<file path="src/rtl/dph_cfg.svh">
// Constants for the DMA peripheral handshake block.
// Assumes inclusion by bare name from rtl/.
`ifndef DPH_CFG_SVH
`define DPH_CFG_SVH

`define DPH_NUM_SETS       2
`define DPH_SYNC_STAGES    2
`define DPH_MODE_ACK       2'h0
`define DPH_MODE_TERM_OUT  2'h1
`define DPH_MODE_TERM_IN   2'h2
`define DPH_MODE_RST       2'h0

`endif

</file>
<file path="src/rtl/dph_pkg.sv">
// Types for the DMA peripheral handshake block.
// Assumes dph_cfg.svh is compiled alongside.
package dph_pkg;

  typedef enum logic [1:0] {
    DPH_IDLE    = 2'b00,
    DPH_SAMPLED = 2'b01,
    DPH_XFER    = 2'b10,
    DPH_CLOSED  = 2'b11
  } dph_state_type;

  // Core-side command set for one channel
  typedef struct packed {
    logic       pin_sel;
    logic [1:0] mode;
    logic       enable;
    logic       xfer_strobe;
    logic       last_xfer;
  } dph_ctrl_type;

  // Core-side status for one channel
  typedef struct packed {
    logic       req_pending;
    logic       active;
    logic       closed_by_peer;
    logic       closed_pulse;
  } dph_stat_type;

endpackage : dph_pkg

</file>
<file path="src/rtl/dph_handshake.sv">
// Peripheral handshake for two DMA channels: request in, sampled and
// transfer acknowledges out, shared terminate/sampled-ack pin.
// Assumes DMA core drives ctrl on mclk; pins are asynchronous to mclk.
// Notes on behaviour
// - Each of the two request inputs accepts peripheral DMA service requests.
// - Sampled acknowledge pulses when a pending request has been sampled.
// - Transfer acknowledge pulses for each bus transaction done for the peripheral, except when a terminate input closes the channel in that cycle.
// - Driving terminate out makes the serving channel inactive until the core drops enable or pin_sel.
// - Terminate asserted as input closes the channel like normal completion.
// - Mode picks sampled-ack or terminate on the shared pin, and direction.
// - Handshake function is active only when the pin is selected for it.
`timescale 1ns/1ps
`default_nettype none
`include "dph_cfg.svh"

module dph_handshake (
  input  wire logic                                    mclk,
  input  wire logic                                    rst_n,
  input  wire dph_pkg::dph_ctrl_type [`DPH_NUM_SETS-1:0] ctrl,
  output var  dph_pkg::dph_stat_type [`DPH_NUM_SETS-1:0] stat,
  input  wire logic [`DPH_NUM_SETS-1:0]               ext_service_request,
  output logic [`DPH_NUM_SETS-1:0]                    transfer_ack,
  output logic [`DPH_NUM_SETS-1:0]                    request_sampled_ack,
  input  wire logic [`DPH_NUM_SETS-1:0]               channel_terminate_in,
  output logic [`DPH_NUM_SETS-1:0]                    channel_terminate_out,
  output logic [`DPH_NUM_SETS-1:0]                    channel_terminate_oe
);

  localparam int N = `DPH_NUM_SETS;

  // Two-stage synchronisers; first stage feeds only the second
  logic [N-1:0] req_s1_q;
  logic [N-1:0] req_s2_q;
  logic [N-1:0] trm_s1_q;
  logic [N-1:0] trm_s2_q;
  logic [N-1:0] trm_prev_q;

  always_ff @(posedge mclk or negedge rst_n) begin
    if (!rst_n) begin
      req_s1_q   <= '0;
      req_s2_q   <= '0;
      trm_s1_q   <= '0;
      trm_s2_q   <= '0;
      trm_prev_q <= '0;
    end else begin
      req_s1_q   <= ext_service_request;
      req_s2_q   <= req_s1_q;
      trm_s1_q   <= channel_terminate_in;
      trm_s2_q   <= trm_s1_q;
      trm_prev_q <= trm_s2_q;
    end
  end

  dph_pkg::dph_state_type [N-1:0] st_q;
  dph_pkg::dph_state_type [N-1:0] st_d;
  logic [N-1:0] rack_q;
  logic [N-1:0] rack_d;
  logic [N-1:0] tack_q;
  logic [N-1:0] tack_d;
  logic [N-1:0] tout_q;
  logic [N-1:0] tout_d;
  logic [N-1:0] toe_q;
  logic [N-1:0] toe_d;
  logic [N-1:0] peer_q;
  logic [N-1:0] peer_d;
  logic [N-1:0] cpulse_q;
  logic [N-1:0] cpulse_d;

  // Terminate input only counts on its rising edge, so a held level
  // cannot close a channel reopened afterwards
  function automatic logic term_rise(input logic cur, input logic prev);
    term_rise = cur & ~prev;
  endfunction : term_rise

  always_comb begin
    for (int i = 0; i < N; i++) begin
      logic sel;
      logic term_in;
      sel        = ctrl[i].pin_sel & ctrl[i].enable;
      term_in    = sel && (ctrl[i].mode == `DPH_MODE_TERM_IN)
                   && term_rise(trm_s2_q[i], trm_prev_q[i]);
      st_d[i]    = st_q[i];
      rack_d[i]  = 1'b0;
      tack_d[i]  = 1'b0;
      tout_d[i]  = 1'b0;
      toe_d[i]   = sel && (ctrl[i].mode == `DPH_MODE_TERM_OUT);
      peer_d[i]  = peer_q[i];
      cpulse_d[i] = 1'b0;
      if (!sel) begin
        st_d[i] = dph_pkg::DPH_IDLE;
      end else begin
        case (st_q[i])
          dph_pkg::DPH_IDLE: begin
            peer_d[i] = 1'b0;
            if (req_s2_q[i]) begin
              st_d[i]   = dph_pkg::DPH_SAMPLED;
              rack_d[i] = (ctrl[i].mode == `DPH_MODE_ACK);
            end
          end
          dph_pkg::DPH_SAMPLED, dph_pkg::DPH_XFER: begin
            if (term_in) begin
              st_d[i]     = dph_pkg::DPH_CLOSED;
              peer_d[i]   = 1'b1;
              cpulse_d[i] = 1'b1;
            end else if (ctrl[i].xfer_strobe) begin
              tack_d[i] = 1'b1;
              if (ctrl[i].last_xfer) begin
                st_d[i]     = dph_pkg::DPH_CLOSED;
                tout_d[i]   = (ctrl[i].mode == `DPH_MODE_TERM_OUT);
                cpulse_d[i] = 1'b1;
              end else begin
                st_d[i] = dph_pkg::DPH_XFER;
              end
            end
          end
          dph_pkg::DPH_CLOSED: begin
            // Stays inactive until core drops enable or pin_sel
            // A request still held by the peripheral cannot reopen it
            st_d[i] = dph_pkg::DPH_CLOSED;
          end
          default: st_d[i] = dph_pkg::DPH_IDLE;
        endcase
      end
    end
  end

  always_ff @(posedge mclk or negedge rst_n) begin
    if (!rst_n) begin
      for (int i = 0; i < N; i++) begin
        st_q[i] <= dph_pkg::DPH_IDLE;
      end
      rack_q   <= '0;
      tack_q   <= '0;
      tout_q   <= '0;
      toe_q    <= '0;
      peer_q   <= '0;
      cpulse_q <= '0;
    end else begin
      st_q     <= st_d;
      rack_q   <= rack_d;
      tack_q   <= tack_d;
      tout_q   <= tout_d;
      toe_q    <= toe_d;
      peer_q   <= peer_d;
      cpulse_q <= cpulse_d;
    end
  end

  assign request_sampled_ack   = rack_q;
  assign transfer_ack          = tack_q;
  assign channel_terminate_out = tout_q;
  assign channel_terminate_oe  = toe_q;

  always_comb begin
    for (int i = 0; i < N; i++) begin
      stat[i].req_pending    = req_s2_q[i];
      stat[i].active         = (st_q[i] == dph_pkg::DPH_SAMPLED) ||
                               (st_q[i] == dph_pkg::DPH_XFER);
      stat[i].closed_by_peer = peer_q[i];
      stat[i].closed_pulse   = cpulse_q[i];
    end
  end

  for (genvar g = 0; g < N; g++) begin : g_chk
    chk_req_sampled: assert property (@(posedge mclk) disable iff (!rst_n)
      (st_q[g] == dph_pkg::DPH_IDLE && st_d[g] == dph_pkg::DPH_SAMPLED
       && ctrl[g].mode == `DPH_MODE_ACK) |=> request_sampled_ack[g])
      else $error("sampled ack missing");
    chk_sync_depth: assert property (@(posedge mclk) disable iff (!rst_n)
      $rose(req_s2_q[g]) |-> $past(ext_service_request[g], 2))
      else $error("request not two-stage synced");
    chk_xfer_ack: assert property (@(posedge mclk) disable iff (!rst_n)
      transfer_ack[g] |-> $past(ctrl[g].xfer_strobe) && $past(stat[g].active))
      else $error("transfer ack without transaction");
    chk_done_inactive: assert property (@(posedge mclk) disable iff (!rst_n)
      channel_terminate_out[g] |-> !stat[g].active ##1 !stat[g].active)
      else $error("channel active after terminate out");
    chk_peer_close: assert property (@(posedge mclk) disable iff (!rst_n)
      (stat[g].active && ctrl[g].pin_sel && ctrl[g].enable
       && ctrl[g].mode == `DPH_MODE_TERM_IN && trm_s2_q[g] && !trm_prev_q[g])
      |=> st_q[g] == dph_pkg::DPH_CLOSED && stat[g].closed_pulse)
      else $error("terminate input did not close");
    chk_pin_mode: assert property (@(posedge mclk) disable iff (!rst_n)
      channel_terminate_oe[g] |-> $past(ctrl[g].mode) == `DPH_MODE_TERM_OUT)
      else $error("terminate driven in wrong mode");
    chk_pin_select: assert property (@(posedge mclk) disable iff (!rst_n)
      !$past(ctrl[g].pin_sel) |-> !request_sampled_ack[g] && !transfer_ack[g]
      && !channel_terminate_oe[g])
      else $error("handshake active on unselected pin");
    chk_req_accept: assert property (@(posedge mclk) disable iff (!rst_n)
      (st_q[g] == dph_pkg::DPH_IDLE && req_s2_q[g] && ctrl[g].pin_sel
       && ctrl[g].enable) |=> st_q[g] == dph_pkg::DPH_SAMPLED)
      else $error("request not accepted");
    // Pulse widths, refusals and pin direction
    chk_ack_pulse: assert property (@(posedge mclk) disable iff (!rst_n)
      request_sampled_ack[g] |=> !request_sampled_ack[g])
      else $error("sampled ack longer than one cycle");
    chk_ack_mode: assert property (@(posedge mclk) disable iff (!rst_n)
      request_sampled_ack[g] |-> $past(ctrl[g].mode) == `DPH_MODE_ACK)
      else $error("sampled ack in terminate mode");
    chk_ack_refused: assert property (@(posedge mclk) disable iff (!rst_n)
      (st_q[g] != dph_pkg::DPH_SAMPLED && st_q[g] != dph_pkg::DPH_XFER
       && ctrl[g].xfer_strobe) |=> !transfer_ack[g])
      else $error("transfer ack outside active channel");
    chk_term_drive: assert property (@(posedge mclk) disable iff (!rst_n)
      channel_terminate_out[g] |-> channel_terminate_oe[g])
      else $error("terminate pulse without pin drive");
    chk_closed_hold: assert property (@(posedge mclk) disable iff (!rst_n)
      (st_q[g] == dph_pkg::DPH_CLOSED && ctrl[g].pin_sel && ctrl[g].enable)
      |=> st_q[g] == dph_pkg::DPH_CLOSED)
      else $error("closed channel reopened");
    chk_close_pulse: assert property (@(posedge mclk) disable iff (!rst_n)
      stat[g].closed_pulse |-> st_q[g] == dph_pkg::DPH_CLOSED)
      else $error("close pulse without closed channel");
    chk_oe_follow: assert property (@(posedge mclk) disable iff (!rst_n)
      (ctrl[g].pin_sel && ctrl[g].enable && ctrl[g].mode == `DPH_MODE_TERM_OUT)
      |=> channel_terminate_oe[g])
      else $error("terminate pin not driven in output mode");
    chk_sel_idle: assert property (@(posedge mclk) disable iff (!rst_n)
      !(ctrl[g].pin_sel && ctrl[g].enable) |=> st_q[g] == dph_pkg::DPH_IDLE)
      else $error("handshake state kept on unselected pin");
  end

endmodule : dph_handshake
`default_nettype wire

</file>
<file path="config.mk">
export PLATFORM = sky130hd
export DESIGN_NAME = dph_handshake
export DESIGN_NICKNAME = d
export VERILOG_FILES = /design/src/rtl/dph_pkg.sv /design/src/rtl/dph_handshake.sv
export VERILOG_INCLUDE_DIRS = /design/src /design/src/rtl
export SDC_FILE = /design/constraint.sdc
export NUM_CORES = 1
export LEC_CHECK = 0
export ABC_AREA = 1
export BUFFER_PORTS_ARGS = -buffer_cell sky130_fd_sc_hd__buf_2
export CAP_MARGIN = 5
export CORE_UTILIZATION = 52
export CTS_CLUSTER_SIZE = 25
export DETAILED_ROUTE_END_ITERATION = 10
export PLACE_DENSITY = 0.8
export SLEW_MARGIN = 30
export SYNTH_ARGS = -nofsm -noshare
export SYNTH_HDL_FRONTEND = slang
export SYNTH_SLANG_ARGS = --single-unit
</file>
<file path="constraint.sdc">
create_clock -name mclk -period 2 [get_ports mclk]
set_input_delay 0.1 -clock mclk [delete_from_list [all_inputs] [get_ports mclk]]
set_output_delay 0.1 -clock mclk [all_outputs]
set_load 0.01 [all_outputs]
</file>
==> flow_metrics.env, run 1 <==
export IMPL_portBuffers=33
export IMPL_power_switching_mw=0.243
export IMPL_min_path_type="input pin to register"
export IMPL_syn_nets=137
export IMPL_hold_depth=3
export IMPL_fill_cells=146
export IMPL_pwr_share_comb=0.157
export IMPL_yosysTopAreaCell="dfrtp_1"
export IMPL_layout_common_cells="33 x buf_2, 31 x nand2_1, 26 x dfrtp_1, 13 x inv_1, 10 x nor2_1"
export IMPL_arrival_ps=1810
export IMPL_drc=0
export IMPL_fin_crit_sh=0.776
export IMPL_ff2ff_setup_slack_ps=450
export IMPL_critPathKind="register to register"
export IMPL_r2r_cells=5
export IMPL_syn_area_mm2=0.00108
export IMPL_finalSetupTns_ps=0
export IMPL_synth_top_area_frac=0.602
export IMPL_clock_latency_ps=310
export IMPL_clock_root_buffer="clkbuf_4"
export IMPL_p_leak_nw=0.781
export IMPL_drt_pass1_iterations=4
export IMPL_setup_viol=0
export IMPL_die_x_um=47.6
export IMPL_hp_start="ctrl[7]"
export IMPL_grt_overflow=0
export IMPL_drv_cap=0
export IMPL_layout_nets=184
export IMPL_drive_gt1_frac=0.289
export IMPL_ys_types=16
export IMPL_cts_tree="yes"
export IMPL_cp_startpoint="st_q[3]"
export IMPL_final_common_cell="buf_2"
export IMPL_synthCells=113
export IMPL_row_count=16
export IMPL_yosys_warnings=0
export IMPL_finalCriticalPeriod_ps=1550
export IMPL_gp_congestion=0.799
export IMPL_die_area_mm2=0.00227
export IMPL_crit_chain="inv_1 -> ha_1 -> nand2_1 -> nor4_1 -> dlygate4sd3_1"
export IMPL_io_pins=34
export IMPL_antenna_found_initial=0
export IMPL_critical_path_startpoint_type="register"
export IMPL_hpwl_mm=1.45
export IMPL_r2r_end="request_sampled_ack[1]"
export IMPL_ir_drop_uv=667
export IMPL_fp_dieH_um=47.6
export IMPL_fmaxAchievable_mhz=644
export IMPL_vias_per_cell=4.80
export IMPL_seq_power_share=0.579
export IMPL_multiInputGateArea_um2=378
export IMPL_outcome="completed"
export IMPL_grt_pass1_wl_mm=3.10
export IMPL_n_antenna_cell=0
export IMPL_wl_mm=2.03
export IMPL_p_total_mw=0.963
export IMPL_grt_pass1_vias=760
export IMPL_rsz0062_at_grt="false"
export IMPL_ys_seq_area_frac=0.602
export IMPL_rr_startpoint="st_q[3]"
export IMPL_p_per_area_mw_per_mm2=685
export IMPL_crit_slowest_cell="dlygate4sd3_1"
export IMPL_critPathCaptureType="register"
export IMPL_seqCellArea_um2=651
export IMPL_final_antenna_net_count=0
export IMPL_finalHoldViolations=0
export IMPL_wl_per_cell_um=10.9
export IMPL_initial_utilization=0.551
export IMPL_synth_seq_cells=26
export IMPL_clockBufferDepth=2
export IMPL_core_mm2=0.00196
export IMPL_finClkSkew_ps=4.91
export IMPL_cts_sinks=26
export IMPL_grt_total_usage=0.199
export IMPL_cts_max_level=1
export IMPL_p_sw_frac=0.252
export IMPL_grt_max_degree=27
export IMPL_tightestPinTransition_ps=532
export IMPL_synth_area_leaders="dfrtp_1 60%, nand2_1 11%, ha_1 6.9%"
export IMPL_drv_slew=0
export IMPL_clock_power_share=0.264
export IMPL_crit_family="buffers and inverters"
export IMPL_syn_area_per_cell_um2=9.57
export IMPL_cts_buffers=3
export IMPL_internal_power_mw=0.720
export IMPL_syn_to_final_growth_pct=30.1
export IMPL_slew_headroom=0.645
export IMPL_vias=893
export IMPL_critPathMaxStageDelay_ps=580
export IMPL_drt_iter0_drc=11
export IMPL_path_max_fanout=3
export IMPL_clkTransAtPathRegs_ps=130
export IMPL_holdPathEnd="transfer_ack[1]"
export IMPL_cp_buffers_inverters=2
export IMPL_cts_setup_buffers=0
export IMPL_required_ps=2260
layer usage:
metal / vias to the layer above / wire (um) / global-route usage
li1: 444 / - / -
met1: 424 / 887 / 0.256
met2: 23 / 1070 / 0.342
met3: 2 / 70 / 0.0453
met4: 0 / 10 / 0.0500
met5: - / 0 / 0
layout make-up:
| cell class | instances | area share |
|---|---|---|
| multi-input cells | 73 | 0.269 |
| clock buffers | 4 | 0.0258 |
| inverters | 14 | 0.0374 |
| repair buffers | 42 | 0.181 |
| well taps | 27 | 0.0240 |
| flip-flops and latches | 26 | 0.463 |
power by group through the flow:
| stage | combinational [mW] | clock [mW] | sequential (mW) |
|---|---|---|---|
| 2_1_floorplan | 0.0758 | 0 | 0.570 |
| 3_3_place_gp | 0.133 | 0 | 0.567 |
| 3_5_place_dp | 0.138 | 0 | 0.568 |
| 4_1_cts | 0.150 | 0.258 | 0.558 |
| 5_1_grt | 0.173 | 0.278 | 0.561 |
| 6_report | 0.151 | 0.254 | 0.558 |
sequential cells by signal (all words and copies together), names as in the netlist:
signal and count:
channel_terminate_oe 2, channel_terminate_out 2, cpulse_q 2, peer_q 2, req_s1_q 2, req_s2_q 2
request_sampled_ack 2, st_q 4, transfer_ack 2, trm_prev_q 2, trm_s1_q 2, trm_s2_q 2
synth_stat cells:
master	n
nand2_1	31
dfrtp_1	26
inv_1	13
nor2_1	10
ha_1	6
nand3_1	6
nand2_2	4
nor4_1	3
o21ai_0	3
a21oi_1	2
nor2_2	2
o21ai_1	2
or2_2	2
clkinv_1	1
nand3_2	1
nor3_1	1
per-stage QoR:
stage | cells | util | instance area (um^2) | setup slack, ps | hold slack [ps]
after floorplan | 113 | - | 1080 | 742 | -196
after global placement | 173 | 0.652 | 1280 | 699 | 104
after detailed placement | 173 | 0.652 | 1280 | 661 | 107
after CTS | 186 | 0.717 | 1410 | 458 | 11.3
after global routing | 186 | 0.717 | 1410 | 376 | 21.8
final | 186 | 0.717 | 1410 | 447 | 22.1
cells by family after synthesis:
logic type                 after synthesis  synth area share
adders and majority gates                6            0.0694
buffers and inverters                   14            0.0486
DFF                                     26             0.602
and+or+nand+nor                         60             0.248
AOI/OAI and AO/OA                        7            0.0324
worst register-to-register path, cell delays in order (launching register included):
cell and delay (ps):
dfrtp_1 430, inv_1 90, ha_1 170, nand2_1 80, nor4_1 170, dlygate4sd3_1 580
how the worst max path moves through the flow:
| stage | endpoint | slack, ps | cells past startpoint |
|---|---|---|---|
| final | request_sampled_ack[1] | 450 | 5 |
| after CTS | request_sampled_ack[1] | 460 | 5 |
| after detailed placement | st_q[2] | 660 | 6 |
| after floorplan | st_q[2] | 740 | 8 |
| after global placement | st_q[2] | 700 | 6 |
| after global routing | request_sampled_ack[1] | 380 | 5 |
timing repair:
item | in CTS | in global routing
endpoints found under the hold margin | 34 | 0
hold buffers | 9 | 0
gates resized for setup | 0 | 0
(Power assumes the default switching activity.)
==> inputs of run 2 (changes only) <==
CORE_UTILIZATION = 44   (was 52)
PLACE_DENSITY = 0.72   (was 0.8)
clock period = 1.4 ns   (was 2 ns; I/O delays follow)
==> flow_metrics.env, run 2 (synthesis gave the netlist of run 1 again) <==
export IMPL_outcome="completed"
export IMPL_final_cells=190
export IMPL_syn_to_final_growth_pct=34.7
export IMPL_grt_pass1_wl_mm=3.59
export IMPL_drv_slew=0
export IMPL_layout_common_cells="33 x buf_2, 31 x nand2_1, 26 x dfrtp_1, 13 x inv_1, 12 x dlygate4sd3_1"
export IMPL_clockBufferDepth=2
export IMPL_internal_power_mw=0.995
export IMPL_p_total_mw=1.34
export IMPL_met3_usage=0.0263
export IMPL_rsz0062_at_grt="false"
export IMPL_slew_headroom=0.640
export IMPL_whs_ps=33.3
export IMPL_n_antenna_cell=0
export IMPL_critical_path_startpoint_type="register"
export IMPL_grt_overflow=0
export IMPL_fin_crit_sh=0.934
export IMPL_io_pins=34
export IMPL_clock_power_share=0.219
export IMPL_r2r_cells=6
export IMPL_min_path_type="input pin to register"
export IMPL_ff2ff_setup_slack_ps=120
export IMPL_cts_buffers=3
export IMPL_drt_pass1_iterations=4
export IMPL_setup_viol=0
export IMPL_die_x_um=51.6
export IMPL_tightestPinTransition_ps=541
export IMPL_vias_per_cell=4.91
export IMPL_grt_busiest_layer="met2"
export IMPL_critPathCaptureType="output pin"
export IMPL_required_ps=1330
export IMPL_hpwl_mm=1.50
export IMPL_layout_nets=188
export IMPL_p_per_area_mw_per_mm2=919
export IMPL_finClkSkew_ps=2.94
export IMPL_drv_cap=0
export IMPL_clock_root_buffer="clkbuf_4"
export IMPL_portBuffers=33
export IMPL_grt_total_usage=0.186
export IMPL_critPathMaxStageDelay_ps=390
export IMPL_final_antenna_net_count=0
export IMPL_finalCriticalPeriod_ps=1310
export IMPL_crit_slowest_cell="dfrtp_1"
export IMPL_core_mm2=0.00225
export IMPL_crit_chain="inv_1 -> ha_4 -> buf_2"
export IMPL_wl_mm=2.14
export IMPL_cts_sinks=26
export IMPL_wl_per_cell_um=11.2
export IMPL_pre_cts_ws_ps=74.7
export IMPL_p_sw_frac=0.257
export IMPL_top_register="st_q"
export IMPL_initial_utilization=0.479
export IMPL_hp_start="ctrl[3]"
export IMPL_finalSetupTns_ps=0
export IMPL_final_common_cell="buf_2"
export IMPL_largest_register_ffs=4
export IMPL_grt_pass1_vias=876
export IMPL_fill_cells=193
export IMPL_grt_util_met1=0.211
export IMPL_clkTransAtPathRegs_ps=120
export IMPL_pwr_share_comb=0.186
export IMPL_drt_iter0_drc=9
export IMPL_seq_power_share=0.595
export IMPL_cts_max_level=1
export IMPL_fp_dieH_um=51.6
export IMPL_holdPathEnd="request_sampled_ack[0]"
export IMPL_worst_slack_ps=92.9
export IMPL_placed_cells=174
export IMPL_ir_drop_uv=578
export IMPL_r2r_end="st_q[0]"
export IMPL_antenna_found_initial=0
export IMPL_finalHoldViolations=0
export IMPL_arrival_ps=1240
export IMPL_gp_congestion=0.829
export IMPL_fmaxAchievable_mhz=765
export IMPL_met2_usage=0.320
export IMPL_drc=0
export IMPL_path_max_fanout=7
export IMPL_cts_tree="yes"
export IMPL_hold_depth=4
export IMPL_grt_max_degree=27
export IMPL_p_leak_nw=0.792
export IMPL_critPathKind="register to output pin"
export IMPL_clock_latency_ps=300
export IMPL_power_switching_mw=0.344
export IMPL_die_area_mm2=0.00266
export IMPL_drive_gt1_frac=0.296
export IMPL_rr_startpoint="st_q[0]"
export IMPL_vias=932
export IMPL_row_count=17
[run 2: cell types whose count changed in the layout (fill, tap and decap cells not counted)]
cell           previous run  this run
dlygate4sd3_1             9        12
ha_1                      6         4
ha_4                      0         2
buf_4                     0         1
clkbuf_8                  1         0
[run 2: timing repair]
action                     in CTS  in global routing
resized for setup               1                  3
buffers inserted                0                  1
setup endpoints to repair       1                  5
hold buffers                   12                  0
cloned                          0                  0
hold endpoints to repair       37                  0
pin swaps                       0                  0
[run 2: area by class of cell]
class / count / area, um^2 / share of cell area
well taps: 28 / 35.0 / 0.0241
multi-input cells: 73 / 403 / 0.277
repair buffers: 46 / 293 / 0.201
clock buffers: 3 / 22.5 / 0.0155
flip-flops and latches: 26 / 651 / 0.447
inverters: 14 / 52.6 / 0.0361
[run 2: per-stage QoR]
step           area (um^2)   util
6_report              1460  0.646
2_1_floorplan         1080      -
3_3_place_gp          1280  0.568
5_1_grt               1460  0.646
3_5_place_dp          1280  0.568
4_1_cts               1430  0.633
[run 2: per-layer routing]
layer,vias to the layer above,part of all wire
met5,-,0
met4,0,0.036
met2,33,0.52
li1,451,-
met3,10,0.045
met1,438,0.40
[run 2: power by group through the flow]
stage	Sequential [mW]	Clock, mW	Combinational, mW
after floorplan	0.814	0	0.108
after global placement	0.809	0	0.191
after detailed placement	0.812	0	0.198
after CTS	0.797	0.311	0.226
after global routing	0.800	0.335	0.283
final	0.797	0.293	0.249
[run 2: how the worst max path moves through the flow]
stage | startpoint | to | slack (ps) | cells after the start
6_report | st_q[2] | stat[6] | 90 | 3
5_1_grt | st_q[0] | st_q[0] | 2 | 8
4_1_cts | st_q[3] | stat[6] | 10 | 3
3_5_place_dp | st_q[2] | st_q[2] | 70 | 6
3_3_place_gp | st_q[2] | st_q[2] | 80 | 6
2_1_floorplan | st_q[2] | st_q[2] | 140 | 8
[run 2: worst max-delay path: cells and delay by family (launching register included)]
family	cells	cell delay [ps]
flops	1	390
fa+ha+maj	1	310
buf+inv	2	230
